==> src/prc_pkg.sv <==
// Package of constants for the serial-bus run control register bank
`default_nettype none
package prc_pkg;
  // ==========================================================
  // Command codes
  localparam logic [7:0] CMD_RUN = 8'h01;
  localparam logic [7:0] CMD_PART_CODE = 8'hAD;
  localparam logic [7:0] CMD_PART_REV = 8'hAE;
  localparam logic [7:0] CMD_SCRATCH = 8'hD0;
  localparam logic [7:0] CMD_OPTIONS = 8'hE5;
  localparam logic [7:0] CMD_MISC = 8'hF0;
  // ==========================================================
  // Fields and reset values
  localparam int RUN_BIT = 7;
  localparam int SOFT_OFF_BIT = 6;
  localparam int MARGIN_LO = 4;
  localparam int MISC_OV_RESP_BIT = 0;
  localparam int MISC_RESET_PIN_BIT = 0;
  localparam logic [7:0] RUN_WRITE_MASK = 8'hC0;
  localparam logic [7:0] RUN_RESET = 8'h00;
  localparam logic [15:0] SCRATCH_RESET = 16'h0000;
  localparam logic [15:0] OPTIONS_RESET = 16'h00C7;
  localparam logic [15:0] MISC_RESET = 16'h0001;
  localparam logic [7:0] BLOCK_COUNT = 8'h02;
  // ==========================================================
  // Read strobe answers and run states
  localparam logic [7:0] UNMAPPED_DATA = 8'hFF;
  typedef enum logic [1:0] {
    PRC_OFF = 2'b00,
    PRC_RUN = 2'b01,
    PRC_DELAY = 2'b11,
    PRC_FALL = 2'b10
  } prc_state_type;
endpackage
`default_nettype wire

==> src/prc_run_control.sv <==
// Run command register bank with identity readback and options
`timescale 1ns/1ps
`default_nettype none
module prc_run_control #(
  parameter logic [15:0] PART_CODE = 16'h5A01, // Arbitrary value
  parameter logic [15:0] PART_REV = 16'h0A03, // Arbitrary value
  parameter int CNT_W = 16
) (
  input wire logic clk_sys, // System clock
  input wire logic reset, // Async reset, active high
  input wire logic cmd_valid, // Command strobe
  input wire logic cmd_write, // 1 write, 0 read
  input wire logic [7:0] cmd_code, // Command code
  input wire logic [15:0] cmd_wdata, // Write data
  input wire logic [1:0] cmd_index, // Read byte index
  output logic [7:0] rd_data, // Read byte
  output logic rd_valid, // Read answer pulse
  input wire logic enable_pin, // Enable pin level
  input wire logic enable_active_high, // Pin polarity
  input wire logic cmd_response, // Run bit obeyed
  input wire logic pin_response, // Pin must be asserted
  input wire logic input_undervoltage_lockout, // Input too low
  input wire logic fault_present, // Any fault
  input wire logic overvoltage_fault, // Overvoltage detected
  input wire logic below_uv_threshold, // Output below UV
  input wire logic voltage_strap_valid, // Strap detection ok
  input wire logic [CNT_W-1:0] turnoff_delay_setting, // Delay cycles
  input wire logic [CNT_W-1:0] soft_stop_fall_time, // Fall cycles
  input wire logic cml_clear, // Clear comm fault flags
  output logic switching_enable, // Output switching on
  output logic high_side_drive, // High driver enable
  output logic low_side_drive, // Low driver enable
  output logic ramp_down, // Soft fall active
  output logic [1:0] margin_select, // Run bits 5:4, always 00 (nom) since run writes mask them off
  output logic cml_fault, // Comm fault summary
  output logic invalid_data, // Invalid data flag
  output logic smbalert_n, // Alert, active low
  output logic reset_pin_mode, // Shared pin is reset
  output logic [15:0] options_out, // Option register
  output logic [15:0] misc_out // Misc option register
);
  import prc_pkg::*;
  // ==========================================================
  // Registers
  logic [7:0] run_reg;
  logic [15:0] scratch_reg;
  logic [15:0] options_reg;
  logic [15:0] misc_reg;
  logic pin_prev_reg;
  logic running_reg;
  logic ov_latch_reg;
  logic run_upd_reg;
  logic run_wr;
  logic bad_wr;
  logic pin_on;
  logic want_on;
  logic turn_off;
  logic soft_start;
  logic in_delay;
  logic in_fall;
  logic stop_done;
  logic [15:0] word;
  logic [7:0] rd_next;

  assign run_wr = cmd_valid && cmd_write && (cmd_code == CMD_RUN);
  // Both run and soft-off set is invalid
  assign bad_wr = run_wr && cmd_wdata[RUN_BIT] && cmd_wdata[SOFT_OFF_BIT];
  assign pin_on = enable_pin ~^ enable_active_high;
  // Gating of run request
  assign want_on = (cmd_response ? run_reg[RUN_BIT] : 1'b1) &&
                   (!pin_response || pin_on) &&
                   !input_undervoltage_lockout && !fault_present;

  // ==========================================================
  // Register writes
  always_ff @(posedge clk_sys or posedge reset) begin
    if (reset) begin
      run_reg <= RUN_RESET;
      scratch_reg <= SCRATCH_RESET;
      options_reg <= OPTIONS_RESET;
      misc_reg <= MISC_RESET;
    end else if (cmd_valid && cmd_write) begin
      // Identity codes have no write path
      if (cmd_code == CMD_RUN && !bad_wr) begin
        run_reg <= cmd_wdata[7:0] & RUN_WRITE_MASK;
      end else if (cmd_code == CMD_SCRATCH) begin
        scratch_reg <= cmd_wdata;
      end else if (cmd_code == CMD_OPTIONS) begin
        options_reg <= cmd_wdata;
      end else if (cmd_code == CMD_MISC) begin
        misc_reg <= cmd_wdata;
      end
    end
  end

  // ==========================================================
  // Communication fault flags and alert, set wins over clear
  always_ff @(posedge clk_sys or posedge reset) begin
    if (reset) begin
      cml_fault <= 1'b0;
      invalid_data <= 1'b0;
      smbalert_n <= 1'b1;
    end else if (bad_wr) begin
      cml_fault <= 1'b1;
      invalid_data <= 1'b1;
      smbalert_n <= 1'b0;
    end else if (cml_clear) begin
      cml_fault <= 1'b0;
      invalid_data <= 1'b0;
      smbalert_n <= 1'b1;
    end
  end

  // ==========================================================
  // Read answer: block reads give count then low, high
  always_comb begin
    word = 16'h0000;
    rd_next = UNMAPPED_DATA;
    if (cmd_code == CMD_PART_CODE) begin
      word = PART_CODE;
    end else if (cmd_code == CMD_PART_REV) begin
      word = PART_REV;
    end else if (cmd_code == CMD_SCRATCH) begin
      word = scratch_reg;
    end else if (cmd_code == CMD_OPTIONS) begin
      word = options_reg;
    end else if (cmd_code == CMD_MISC) begin
      word = misc_reg;
    end
    if (cmd_code == CMD_RUN) begin
      rd_next = run_reg;
    end else if (cmd_code == CMD_PART_CODE || cmd_code == CMD_PART_REV) begin
      if (cmd_index == 2'd0) begin
        rd_next = BLOCK_COUNT;
      end else if (cmd_index == 2'd1) begin
        rd_next = word[7:0];
      end else begin
        rd_next = word[15:8];
      end
    end else if (cmd_code == CMD_SCRATCH || cmd_code == CMD_OPTIONS ||
                 cmd_code == CMD_MISC) begin
      rd_next = cmd_index[0] ? word[15:8] : word[7:0];
    end
  end

  always_ff @(posedge clk_sys or posedge reset) begin
    if (reset) begin
      rd_data <= 8'h00;
      rd_valid <= 1'b0;
    end else begin
      rd_valid <= cmd_valid && !cmd_write;
      if (cmd_valid && !cmd_write) begin
        rd_data <= rd_next;
      end
    end
  end

  // ==========================================================
  // Run state: holds until new write, pin edge, lockout or fault
  assign turn_off = running_reg && !want_on &&
                    (run_upd_reg || (pin_prev_reg != enable_pin) ||
                     input_undervoltage_lockout || fault_present);
  assign soft_start = turn_off && run_reg[SOFT_OFF_BIT] && !fault_present;

  // Marks the cycle after a stored run write, so gating sees the new bits
  always_ff @(posedge clk_sys or posedge reset) begin
    if (reset) begin
      run_upd_reg <= 1'b0;
    end else begin
      run_upd_reg <= run_wr && !bad_wr;
    end
  end

  always_ff @(posedge clk_sys or posedge reset) begin
    if (reset) begin
      running_reg <= 1'b0;
      pin_prev_reg <= 1'b0;
    end else begin
      pin_prev_reg <= enable_pin;
      if (!running_reg && want_on && !in_delay && !in_fall) begin
        running_reg <= 1'b1;
      end else if (turn_off) begin
        running_reg <= 1'b0;
      end
    end
  end

  prc_soft_stop #(.CNT_W(CNT_W)) u_soft_stop (
    .clk_sys(clk_sys),
    .reset(reset),
    .start(soft_start),
    .abort(fault_present),
    .delay_cycles(turnoff_delay_setting),
    .fall_cycles(soft_stop_fall_time),
    .in_delay(in_delay),
    .in_fall(in_fall),
    .done(stop_done)
  );

  // ==========================================================
  // Overvoltage low side latch, released below UV
  always_ff @(posedge clk_sys or posedge reset) begin
    if (reset) begin
      ov_latch_reg <= 1'b0;
    end else if (overvoltage_fault) begin
      ov_latch_reg <= 1'b1;
    end else if (below_uv_threshold && misc_reg[MISC_OV_RESP_BIT]) begin
      ov_latch_reg <= 1'b0;
    end
  end

  // ==========================================================
  // Registered outputs
  always_ff @(posedge clk_sys or posedge reset) begin
    if (reset) begin
      switching_enable <= 1'b0;
      high_side_drive <= 1'b0;
      low_side_drive <= 1'b0;
      ramp_down <= 1'b0;
      margin_select <= 2'b00;
      reset_pin_mode <= 1'b0;
      options_out <= OPTIONS_RESET;
      misc_out <= MISC_RESET;
    end else begin
      // Running, or still in delay or fall phase of soft stop, and the overvoltage latch clear
      switching_enable <= !ov_latch_reg &&
                          (running_reg || in_delay || in_fall);
      high_side_drive <= !ov_latch_reg &&
                         (running_reg || in_delay || in_fall);
      low_side_drive <= ov_latch_reg;
      ramp_down <= in_fall;
      margin_select <= run_reg[MARGIN_LO+1:MARGIN_LO];
      reset_pin_mode <= misc_reg[MISC_RESET_PIN_BIT] &&
                        voltage_strap_valid;
      options_out <= options_reg;
      misc_out <= misc_reg;
    end
  end

  // ==========================================================
  // Assertions
  a_invalid_alert: assert property (@(posedge clk_sys) disable iff (reset)
    bad_wr |=> !smbalert_n && invalid_data && cml_fault)
    else $error("invalid run write not flagged");
  a_invalid_nostore: assert property (@(posedge clk_sys) disable iff (reset)
    bad_wr |=> $stable(run_reg))
    else $error("invalid run write stored");
  a_reserved_zero: assert property (@(posedge clk_sys) disable iff (reset)
    run_reg[5:0] == 6'h00)
    else $error("reserved run bits nonzero");
  a_part_count: assert property (@(posedge clk_sys) disable iff (reset)
    cmd_valid && !cmd_write && cmd_code == CMD_PART_CODE && cmd_index == 2'd0
    |=> rd_valid && rd_data == BLOCK_COUNT)
    else $error("part code count wrong");
  a_rev_low: assert property (@(posedge clk_sys) disable iff (reset)
    cmd_valid && !cmd_write && cmd_code == CMD_PART_REV && cmd_index == 2'd1
    |=> rd_data == PART_REV[7:0])
    else $error("revision low byte wrong");
  a_off_drivers: assert property (@(posedge clk_sys) disable iff (reset)
    !running_reg && !in_delay && !in_fall |=> !high_side_drive)
    else $error("driver on while off");
  a_hard_stop: assert property (@(posedge clk_sys) disable iff (reset)
    turn_off && !run_reg[SOFT_OFF_BIT] ##1 !in_delay && !in_fall
    |=> !switching_enable)
    else $error("hard stop not immediate");
  a_soft_delay: assert property (@(posedge clk_sys) disable iff (reset)
    soft_start |=> in_delay)
    else $error("soft stop delay missing");
  a_ov_low_side: assert property (@(posedge clk_sys) disable iff (reset)
    overvoltage_fault |=> ##1 low_side_drive && !high_side_drive)
    else $error("overvoltage low side not on");
  a_lockout_block: assert property (@(posedge clk_sys) disable iff (reset)
    input_undervoltage_lockout && !running_reg |=> !running_reg)
    else $error("started under lockout");
  a_ignore_run: assert property (@(posedge clk_sys) disable iff (reset)
    !cmd_response && !input_undervoltage_lockout && !fault_present &&
    (!pin_response || pin_on) && running_reg |=> running_reg)
    else $error("run bit not ignored");
  a_write_stop: assert property (@(posedge clk_sys) disable iff (reset)
    running_reg && run_upd_reg && cmd_response && !run_reg[RUN_BIT]
    |=> !running_reg)
    else $error("run write of zero did not stop");
  a_hold_mode: assert property (@(posedge clk_sys) disable iff (reset)
    running_reg && !run_upd_reg && pin_prev_reg == enable_pin &&
    !input_undervoltage_lockout && !fault_present |=> running_reg)
    else $error("mode changed without event");
  a_part_low: assert property (@(posedge clk_sys) disable iff (reset)
    cmd_valid && !cmd_write && cmd_code == CMD_PART_CODE && cmd_index == 2'd1
    |=> rd_data == PART_CODE[7:0])
    else $error("part code low byte wrong");
  a_part_high: assert property (@(posedge clk_sys) disable iff (reset)
    cmd_valid && !cmd_write && cmd_code == CMD_PART_CODE && cmd_index == 2'd2
    |=> rd_data == PART_CODE[15:8])
    else $error("part code high byte wrong");
  a_rev_high: assert property (@(posedge clk_sys) disable iff (reset)
    cmd_valid && !cmd_write && cmd_code == CMD_PART_REV && cmd_index == 2'd2
    |=> rd_data == PART_REV[15:8])
    else $error("revision high byte wrong");
  a_run_read: assert property (@(posedge clk_sys) disable iff (reset)
    cmd_valid && !cmd_write && cmd_code == CMD_RUN
    |=> rd_valid && rd_data[5:0] == 6'h00)
    else $error("reserved run bits read nonzero");
  a_ov_release: assert property (@(posedge clk_sys) disable iff (reset)
    !overvoltage_fault && below_uv_threshold && misc_reg[MISC_OV_RESP_BIT]
    |=> ##1 !low_side_drive)
    else $error("low side not released below UV");
  a_flag_clear: assert property (@(posedge clk_sys) disable iff (reset)
    cml_clear && !bad_wr |=> smbalert_n && !cml_fault && !invalid_data)
    else $error("comm fault flags not cleared");
  c_start: cover property (@(posedge clk_sys) disable iff (reset)
    !running_reg ##1 running_reg);
  c_soft_stop: cover property (@(posedge clk_sys) disable iff (reset)
    stop_done);
  c_invalid: cover property (@(posedge clk_sys) disable iff (reset)
    bad_wr);
  c_ov: cover property (@(posedge clk_sys) disable iff (reset)
    $fell(ov_latch_reg));
endmodule // prc_run_control
`default_nettype wire

==> src/prc_soft_stop.sv <==
// Soft stop sequencer: turn-off delay then fall ramp
`timescale 1ns/1ps
`default_nettype none
module prc_soft_stop #(
  parameter int CNT_W = 16
) (
  input wire logic clk_sys, // System clock
  input wire logic reset, // Async reset, active high
  input wire logic start, // Begin soft stop pulse
  input wire logic abort, // Cancel sequence
  input wire logic [CNT_W-1:0] delay_cycles, // Turn-off delay count
  input wire logic [CNT_W-1:0] fall_cycles, // Fall ramp count
  output logic in_delay, // Waiting the delay
  output logic in_fall, // Ramping down
  output logic done // One-cycle end pulse
);
  import prc_pkg::*;
  logic [CNT_W-1:0] count_reg;
  prc_state_type state_reg;
  // ==========================================================
  // Delay then ramp counting
  always_ff @(posedge clk_sys or posedge reset) begin
    if (reset) begin
      state_reg <= PRC_OFF;
      count_reg <= '0;
      done <= 1'b0;
    end else begin
      done <= 1'b0;
      if (abort) begin
        state_reg <= PRC_OFF;
      end else if (start) begin
        state_reg <= PRC_DELAY;
        count_reg <= delay_cycles;
      end else begin
        case (state_reg)
          PRC_DELAY: begin
            if (count_reg == '0) begin
              state_reg <= PRC_FALL;
              count_reg <= fall_cycles;
            end else begin
              count_reg <= count_reg - 1'b1;
            end
          end
          PRC_FALL: begin
            if (count_reg == '0) begin
              state_reg <= PRC_OFF;
              done <= 1'b1;
            end else begin
              count_reg <= count_reg - 1'b1;
            end
          end
          default: state_reg <= PRC_OFF;
        endcase
      end
    end
  end
  assign in_delay = (state_reg == PRC_DELAY);
  assign in_fall = (state_reg == PRC_FALL);
endmodule // prc_soft_stop
`default_nettype wire

==> config.mk <==
export PLATFORM = sky130hd
export DESIGN_NAME = prc_run_control
export DESIGN_NICKNAME = d
export VERILOG_FILES = /design/src/prc_pkg.sv /design/src/prc_run_control.sv /design/src/prc_soft_stop.sv
export SDC_FILE = /design/constraint.sdc
export NUM_CORES = 1
export LEC_CHECK = 0
export BUFFER_PORTS_ARGS = -buffer_cell sky130_fd_sc_hd__buf_2
export CELL_PAD_IN_SITES_DETAIL_PLACEMENT = 0
export CELL_PAD_IN_SITES_GLOBAL_PLACEMENT = 2
export CORE_MARGIN = 3
export CORE_UTILIZATION = 35
export DETAILED_ROUTE_END_ITERATION = 6
export GPL_TIMING_DRIVEN = 1
export PLACE_DENSITY_LB_ADDON = 0.3
export RECOVER_POWER = 50
export SLEW_MARGIN = 15
export SYNTH_ARGS = -nofsm -noshare
export SYNTH_HDL_FRONTEND = slang
export SYNTH_SLANG_ARGS = --single-unit
==> constraint.sdc <==
create_clock -name clk_sys -period 6.1 [get_ports clk_sys]
set_clock_uncertainty 0.2 [all_clocks]
set_input_delay 0.305 -clock clk_sys [delete_from_list [all_inputs] [get_ports clk_sys]]
set_output_delay 0.305 -clock clk_sys [all_outputs]
set_load 0.005 [all_outputs]
==> results_dict.tcl, run 1 <==
set metrics [dict create \
    status "complete, but fails checks" \
    failed_checks "max-capacitance violations, max-slew violations" \
    wire_per_inst_um 17.6 \
    fp.dieH_um 132 \
    crit_fanout 16 \
    coreArea_sq_um 15300 \
    async_reset_ff_share_pct 100 \
    worst_pin_slew_ps 2340 \
    finalWirelength_um 14900 \
    synth_cell_type_count 74 \
    hold_depth 3 \
    grt_start_max_net_pins 70 \
    setup_viol 0 \
    syn2layout_area_growth_pct 30.3 \
    drt_pass1_iterations 4 \
    worstHoldStart "soft_stop_fall_time[5]" \
    root_buffer "clkbuf_16" \
    ys_seq_elements 119 \
    gp_congestion 0.798 \
    max-cap-violations 1 \
    reg2regPathDepth 6 \
    die_w_um 132 \
    grt_pass1_wl_um 24300 \
    clk_pin_slew_worst_paths_ps 60 \
    vias_per_cell 5.06 \
    syn_area_per_cell_sq_um 11.8 \
    post-route-period-util_pct 60.2 \
    diodes 0 \
    synth-edff-count 0 \
    fillers 1503 \
    grt_usage_pct 17.7 \
    clock-sinks 119 \
    final_hold_viol_count 0 \
    antenna_found_initial 0 \
    slew_headroom_pct -57.2 \
    io_pins 123 \
    insertion_delay_ps 410 \
    startpoint_type "flip-flop" \
    maxSlewViolCount 52 \
    drtIter0Drc 315 \
    synthCells 466 \
    cts_made_buffers 17 \
    final_cell_mix "dfrtp_1 (106), buf_2 (101), mux2_2 (45), dlygate4sd3_1 (41), nand2_1 (32)" \
    criticalPathCategory "reg -> reg" \
    whs_endpoint "u_soft_stop.count_reg[5]$_DFFE_PP0P_" \
    cts_tree "done" \
    ant_nets 0 \
    final_nets 696 \
    drc 0 \
    ys.flop_type "dfrtp_1" \
    port_buffers 120 \
    timing.rr.start "u_soft_stop.count_reg[4]$_DFFE_PP0P_" \
    crit_path_end_kind "flip-flop" \
    layout_commonest_cell "dfrtp_1" \
    htree_levels 4 \
    r2r-end "u_soft_stop.count_reg[12]$_DFFE_PP0P_" \
    rsz0062_at_grt "false" \
    ys.warnings.count 0 \
    period_minus_slack_ps 3670 \
    synth_area_sq_um 5520 \
    powerDensity_nw_per_um2 325 \
    fmax_mhz 272 \
    clk_path_buf_depth 2 \
    vias 4279 \
    grt_pass1_vias 4468 \
    layout-drive-gt1-share_pct 31.5 \
    power.leakage_nw 3.45 \
    cp_data_required_time_ps 6190 \
    r2r_slack_ps 2430 \
    synth-seq-area-share_pct 54.2 \
    grt_overflow 0 \
    arrival_ps 3760 \
    multi_input_area_sq_um 2310 \
    start_util_pct 36.1 \
    dieArea_sq_um 17300 \
    rows 45 \
    total_power_mw 2.34 \
    fin_setup_tns_ps 0 \
    vdd_ir_drop_max_mv 0.230 \
    dp_hpwl_um 10300 \
    seqCellArea_sq_um 2990 \
    min_path_type "in -> reg" \
]
-- kinds of logic after synthesis --
group                      Yosys count  synth area share (%)
and+or+nand+nor                    131                  14.2
xor gates and xnor gates            14                  2.22
DFF                                119                  54.2
AOI/OAI and AO/OA                   94                  11.9
buffers and inverters               39                  3.81
muxes                               66                  13.1
adders and majority gates            2                 0.453
other                                1                0.0679
-- synth_stat cells (all sizes together) (4+ instances only) --
library cell / count / area (sq um)
a21oi: 16 / 80.1
a22oi: 4 / 30.0
a31oi: 5 / 31.3
buf: 18 / 131
clkbuf: 9 / 33.8
dfrtp: 106 / 2650
dfstp: 13 / 342
inv: 12 / 45.0
mux2: 52 / 586
mux2i: 14 / 140
nand2: 33 / 126
nand2b: 6 / 45.0
nand3: 23 / 115
nand4: 4 / 46.3
nor2: 21 / 78.8
nor3: 7 / 51.3
nor4: 4 / 70.1
o211ai: 13 / 97.6
o21ai: 17 / 88.8
o22ai: 7 / 43.8
or3: 4 / 30.0
xnor2: 10 / 87.6
xor2: 4 / 35.0
-- critical path, cell delays in order, from the launching register on --
cell,delay (ps)
dfrtp_1,470
nor4_4,600
nand4_4,260
o21ai_2,610
nand2b_1,630
o22ai_1,190
dlygate4sd3_1,590
-- final cells by class --
cell class | count | share of cell area (%)
Sequential cell | 119 | 41.6
Inverter | 12 | 0.644
Tap cell | 211 | 3.67
Clock buffer | 20 | 6.21
Clock inverter | 12 | 1.77
Timing Repair Buffer | 163 | 13.9
Multi-Input combinational cell | 309 | 32.1
-- per-stage QoR --
| stage | hold slack, ps | utilization, % | area [sq um] | setup WS [ps] | std cells |
|---|---|---|---|---|---|
| after floorplan | 136 | - | 5530 | 2460 | 467 |
| after global placement | 166 | 40.8 | 6240 | 3020 | 773 |
| after detailed placement | 169 | 40.8 | 6240 | 2950 | 773 |
| after CTS | 0.0519 | 47.2 | 7230 | 2430 | 846 |
| after global routing | 17.6 | 47.0 | 7190 | 2140 | 846 |
| final | 22.0 | 47.0 | 7190 | 2430 | 846 |
-- power breakdown --
part | leakage, nW | internal, mW | switching, mW | total, mW
sequential | 1.54 | 0.867 | 0.0987 | 0.966
combinational | 1.64 | 0.204 | 0.205 | 0.409
clock | 0.272 | 0.610 | 0.356 | 0.966
total | 3.45 | 1.68 | 0.660 | 2.34
-- routing by layer --
metal  track usage (%)  wire length, um  vias to the layer above
met5                 0                0                        -
met3              4.86              751                       15
met4              5.54              219                        0
met1              23.3             6700                     2133
li1                  -                -                     2019
met2              28.6             7190                      112
-- how the worst max path moves through the flow --
| stage | start | end | slack, ps |
|---|---|---|---|
| 5_1_grt | u_soft_stop.count_reg[0]$_DFFE_PP0P_ | u_soft_stop.count_reg[12]$_DFFE_PP0P_ | 2140 |
| 2_1_floorplan | reset | high_side_drive$_DFF_PP0_ | 2460 |
| 4_1_cts | u_soft_stop.count_reg[5]$_DFFE_PP0P_ | u_soft_stop.count_reg[3]$_DFFE_PP0P_ | 2430 |
| 3_3_place_gp | u_soft_stop.count_reg[0]$_DFFE_PP0P_ | u_soft_stop.count_reg[6]$_DFFE_PP0P_ | 3020 |
| 3_5_place_dp | u_soft_stop.count_reg[5]$_DFFE_PP0P_ | u_soft_stop.count_reg[8]$_DFFE_PP0P_ | 2950 |
| 6_report | u_soft_stop.count_reg[4]$_DFFE_PP0P_ | u_soft_stop.count_reg[12]$_DFFE_PP0P_ | 2430 |
-- repair_timing --
item,CTS,global route
gates resized for setup,0,0
buffers inserted,0,0
hold endpoints to repair,112,0
hold buffers,41,0
Note: power is estimated with default switching activity, not from simulation.
==> run 2: changes to the inputs <==
- clock period: 6.1 -> 3.4 ns (I/O delays scaled with it)
==> run 2 against run 1 <==
Compared with the run above:
- the run still ends with max-capacitance violations, max-slew violations left
- global-route usage up 0.24 points
- first-iteration DRC count down 26%
- fmax up 15%
- final cell count up 3.3%
- sequential share of layout area down 1.7 points
- cell area up 4.4%
- sequential power up 79%
- hold slack better by 11 ps
==> results_dict.tcl, run 2 (synthesis gave the netlist of run 1 again) <==
set metrics [dict create \
    arrival_ps 3290 \
    dp_hpwl_um 10300 \
    swShare_pct 28.5 \
    htree_levels 4 \
    antenna_found_initial 0 \
    diodes 0 \
    slowest_delay_ps 590 \
    cts_tree "done" \
    placed_cell_area_sq_um 6300 \
    fin_setup_tns_ps 0 \
    die_w_um 132 \
    insertion_delay_ps 420 \
    powerDensity_nw_per_um2 600 \
    crit_chain "inv_1 > ha_1 > nor4b_1 > nand4_4 > or2_1 > mux2i_1 > o211ai_1 > dlygate4sd3_1" \
    clock_power_share_pct 41.6 \
    vias 4417 \
    fin_util_pct 49.0 \
    crit_buf_inv 2 \
    worst_pin_slew_ps 1630 \
    startpoint_type "flip-flop" \
    wire_per_inst_um 17.3 \
    ant_nets 0 \
    port_buffers 120 \
    layout-drive-gt1-share_pct 32.9 \
    seqCellArea_sq_um 2990 \
    clk_path_buf_depth 2 \
    setup_viol 0 \
    dieArea_sq_um 17300 \
    slew_headroom_pct -8.89 \
    crit_path_end_kind "flip-flop" \
    vdd_ir_drop_max_mv 0.413 \
    period_minus_slack_ps 3190 \
    clock-sinks 119 \
    failed_checks "max-capacitance violations, max-slew violations" \
    power.leakage_nw 3.63 \
    cts_made_buffers 17 \
    criticalPathCategory "reg -> reg" \
    status "complete, but fails checks" \
    coreArea_sq_um 15300 \
    root_buffer "clkbuf_16" \
    io_pins 123 \
    finalWirelength_um 15100 \
    final_hold_viol_count 0 \
    p_seq_share_pct 38.5 \
    post-route-period-util_pct 93.9 \
    crit_fanout 15 \
    multi_input_area_sq_um 2320 \
    p_comb_share_pct 19.9 \
    grt_start_max_net_pins 70 \
    rsz0062_at_grt "false" \
    final_cell_area_sq_um 7510 \
    fillers 1459 \
    final_cell_mix "dfrtp_1 (106), buf_2 (106), dlygate4sd3_1 (60), mux2_2 (45), nand2_1 (32)" \
    power.switching_mw 1.28 \
    r2r_slack_ps 210 \
    grt_overflow 0 \
    p_int_mw 3.22 \
    grt_pass1_vias 4685 \
    gp_congestion 0.802 \
    drtIter0Drc 233 \
    syn2layout_area_growth_pct 36.0 \
    drt_pass1_iterations 4 \
    critPathTopFamily "simple AND/OR/NAND/NOR gates" \
    cts_resized 0 \
    final_nets 724 \
    maxSlewViolCount 70 \
    grt_usage_pct 18.0 \
    vias_per_cell 5.05 \
    grt_pass1_wl_um 24700 \
    cp_data_required_time_ps 3500 \
    min_path_type "in -> reg" \
    max-cap-violations 1 \
    crit_path_top_delay_cell "dlygate4sd3_1" \
    fp.dieH_um 132 \
    drc 0 \
    rows 45 \
    fmax_mhz 313 \
    clk_pin_slew_worst_paths_ps 60 \
    start_util_pct 36.1 \
    total_power_mw 4.50 \
]
## run 2: area by class of cell
class,count,area share [%]
Sequential cell,119,39.9
Multi-Input combinational cell,309,30.9
Timing Repair Buffer,191,16.8
Clock buffer,18,5.72
Tap cell,211,3.52
Clock inverter,14,2.52
Inverter,12,0.617
## run 2: worst paths after layout
path / start / end / cells after the start
min in group asynchronous: reset / high_side_drive$_DFF_PP0_ / 3
hold reg to reg: options_reg[2]$_DFFE_PP1P_ / options_out[2]$_DFF_PP1_ / 0
setup / recovery: u_soft_stop.count_reg[0]$_DFFE_PP0P_ / u_soft_stop.count_reg[3]$_DFFE_PP0P_ / 8
max in group asynchronous: reset / misc_reg[3]$_DFFE_PP0P_ / 4
hold / removal: pin_response / running_reg$_DFFE_PP0P_ / 4
setup reg to reg: u_soft_stop.count_reg[0]$_DFFE_PP0P_ / u_soft_stop.count_reg[3]$_DFFE_PP0P_ / 8
## run 2: metal layers
layer / track usage, % / vias to the layer above / part of all wire, %
li1: - / 2079 / -
met1: 22.8 / 2194 / 44
met2: 29.0 / 126 / 49
met3: 5.47 / 18 / 5.5
met4: 6.65 / 0 / 1.5
met5: 0 / - / 0
## run 2: power by group through the flow
stage / Clock [mW] / Combinational [mW] / Sequential (mW)
after global routing: 1.99 / 0.994 / 1.75
final: 1.87 / 0.894 / 1.73
after floorplan: 0 / 0.540 / 1.70
after global placement: 0 / 0.667 / 1.75
after detailed placement: 0 / 0.685 / 1.75
after CTS: 1.92 / 0.853 / 1.73
## run 2: tightest hold or removal path: cells and delay by family
kind | cells | cell delay [ps]
buffers and inverters | 1 | 80
AO/OA/AOI/OAI | 2 | 290
AND/OR/NAND/NOR | 1 | 60
## run 2: per-stage QoR
stage          std cells  hold slack (ps)  setup slack, ps
2_1_floorplan        467             1.43             1130
3_3_place_gp         779            -69.7              771
3_5_place_dp         779            -69.7              733
4_1_cts              871             11.1              222
5_1_grt              874             62.0             43.5
6_report             874             32.7              208
## run 2: what timing repair did
action | in CTS | in global routing
hold buffers | 60 | 0
endpoints found under the hold margin | 181 | 0
setup endpoints to repair | 0 | 4
setup buffers | 0 | 3
==> run 3: changes to the inputs <==
- PLACE_DENSITY_LB_ADDON: 0.3 -> 0.25
==> run 3 against run 2 <==
Compared with the run above:
- the run still ends with max-capacitance violations, max-slew violations left
- die area is the same
- hold slack got worse by 17 ps
- count of clock-buffer cells in the layout up 1
- critical endpoint is now u_soft_stop.count_reg[4]$_DFFE_PP0P_
- cell area down 0.22%
- register-to-register slack barely moved
- routed wire length rose by 0.79%
- critical path depth unchanged
- non-clock buffer count fell by 8
- global-route usage rose by 0.17 points
- sequential cell count unchanged
==> results_dict.tcl, run 3 (synthesis gave the netlist of run 1 again) <==
set metrics [dict create \
    root_buffer "clkbuf_16" \
    crit_buf_inv 2 \
    fillers 1483 \
    grt_use_met1_pct 22.7 \
    layout-drive-gt1-share_pct 34.0 \
    grt_start_max_net_pins 120 \
    maxSlewViolCount 120 \
    critPathTopFamily "simple AND/OR/NAND/NOR gates" \
    max-cap-violations 1 \
    fmax_mhz 313 \
    die_w_um 132 \
    rows 45 \
    worst_pin_slew_ps 1660 \
    worstHoldStart "cmd_valid" \
    post_cts_buffers 0 \
    status "complete, but fails checks" \
    drtIter0Drc 248 \
    drt_pass1_iterations 4 \
    arrival_ps 3290 \
    antenna_found_initial 0 \
    startpoint_type "flip-flop" \
    powerDensity_nw_per_um2 609 \
    whs_endpoint "run_upd_reg$_DFF_PP0_" \
    min_path_type "in -> reg" \
    swShare_pct 27.2 \
    io_pins 123 \
    period_minus_slack_ps 3200 \
    use_met3_pct 5.90 \
    insertion_delay_ps 410 \
    place_inst 777 \
    power.leakage_nw 3.65 \
    syn2layout_area_growth_pct 35.7 \
    port_buffers 120 \
    r2r_slack_ps 200 \
    crit_fanout 15 \
    hold_depth 3 \
    seqCellArea_sq_um 2990 \
    busiest_layer "met2" \
    reg2regPathDepth 8 \
    timing.rr.start "u_soft_stop.count_reg[0]$_DFFE_PP0P_" \
    fin_cells 866 \
    finalWirelength_um 15200 \
    vias_per_cell 5.05 \
    coreArea_sq_um 15300 \
    r2r-end "u_soft_stop.count_reg[4]$_DFFE_PP0P_" \
    ant_nets 0 \
    grt_pass1_wl_um 24800 \
    clock_power_share_pct 43.6 \
    diodes 0 \
    htree_levels 4 \
    crit_path_top_delay_cell "dlygate4sd3_1" \
    p_int_mw 3.32 \
    crit_path_end_kind "flip-flop" \
    grt_overflow 0 \
    setup_viol 0 \
    multi_input_area_sq_um 2320 \
    cp_data_required_time_ps 3490 \
    p_comb_share_pct 18.4 \
    final_cell_mix "buf_2 (116), dfrtp_1 (106), dlygate4sd3_1 (57), mux2_2 (45), nand2_1 (32)" \
    dp_hpwl_um 10200 \
    final_nets 716 \
    gp_congestion 0.805 \
    slew_headroom_pct -10.4 \
    cts_tree "done" \
    use_met2_pct 30.1 \
    dieArea_sq_um 17300 \
    final_hold_viol_count 0 \
    clock-sinks 119 \
    layout_commonest_cell "buf_2" \
    wire_per_inst_um 17.6 \
    power.switching_mw 1.24 \
    vdd_ir_drop_max_mv 0.366 \
    cts_made_buffers 17 \
    post-route-period-util_pct 94.0 \
    criticalPathCategory "reg -> reg" \
    clk_pin_slew_worst_paths_ps 60 \
    fp.dieH_um 132 \
    crit_chain "inv_1 > ha_1 > nor4b_1 > nand4_4 > o21ai_2 > nand2b_1 > o211ai_1 > dlygate4sd3_1" \
    fin_setup_tns_ps 0 \
    drc 0 \
    vias 4375 \
    p_seq_share_pct 38.0 \
    grt_pass1_vias 4659 \
    start_util_pct 36.1 \
    slowest_delay_ps 610 \
    failed_checks "max-capacitance violations, max-slew violations" \
    grt_usage_pct 18.1 \
    clk_path_buf_depth 2 \
    rsz0062_at_grt "false" \
    cp.depth 8 \
]
## run 3: timing repair
action / 4_1_cts / 5_1_grt
resized for setup: 0 / 1
endpoints found under the setup margin: 0 / 2
hold buffers: 57 / 0
endpoints found under the hold margin: 180 / 0
## run 3: stage by stage
stage	worst slack (ps)	power [mW]	area [sq um]	utilization, %	hold WS, ps
floorplan	1130	2.24	5530	-	1.43
global placement	775	2.41	6290	41.0	143
detailed placement	718	2.44	6290	41.0	146
CTS	198	4.60	7510	49.0	3.68
global route	13.8	4.79	7490	48.9	29.4
finish	204	4.56	7490	48.9	16.2
## run 3: power groups by stage
stage	Clock (mW)	Combinational, mW	Sequential (mW)
6_report	1.99	0.839	1.73
4_1_cts	2.03	0.843	1.73
3_5_place_dp	0	0.690	1.75
3_3_place_gp	0	0.666	1.74
5_1_grt	2.10	0.943	1.75
2_1_floorplan	0	0.540	1.70
## run 3: area by class of cell
class	instances	share of cell area, %
clock buffers	19	5.78
clock inverters	13	2.92
inverters	12	0.651
multi-input cells	309	31.0
flip-flops and latches	119	40.0
well taps	211	3.52
repair buffers	183	16.2
## run 3: how the worst max path moves through the flow
stage | startpoint | end | slack [ps]
floorplan | u_soft_stop.count_reg[0]$_DFFE_PP0P_ | u_soft_stop.count_reg[3]$_DFFE_PP0P_ | 1130
global placement | u_soft_stop.count_reg[0]$_DFFE_PP0P_ | u_soft_stop.count_reg[15]$_DFFE_PP0P_ | 780
detailed placement | u_soft_stop.count_reg[0]$_DFFE_PP0P_ | u_soft_stop.count_reg[15]$_DFFE_PP0P_ | 720
CTS | u_soft_stop.count_reg[0]$_DFFE_PP0P_ | u_soft_stop.count_reg[3]$_DFFE_PP0P_ | 200
global route | u_soft_stop.count_reg[0]$_DFFE_PP0P_ | u_soft_stop.count_reg[4]$_DFFE_PP0P_ | 10
finish | u_soft_stop.count_reg[0]$_DFFE_PP0P_ | u_soft_stop.count_reg[4]$_DFFE_PP0P_ | 200
## run 3: worst register-to-register path, stage by stage, from the launching register on
cell           delay [ps]
dfrtp_1               430
inv_1                 120
ha_1                  140
nor4b_1               430
nand4_4               230
o21ai_2               180
nand2b_1              550
o211ai_1              190
dlygate4sd3_1         610
## run 3: per-layer routing
metal | routed length (um) | share of wire (%)
met1 | 6560 | 43
met2 | 7640 | 50
met3 | 936 | 6.1
met5 | 0 | 0
met4 | 89 | 0.58
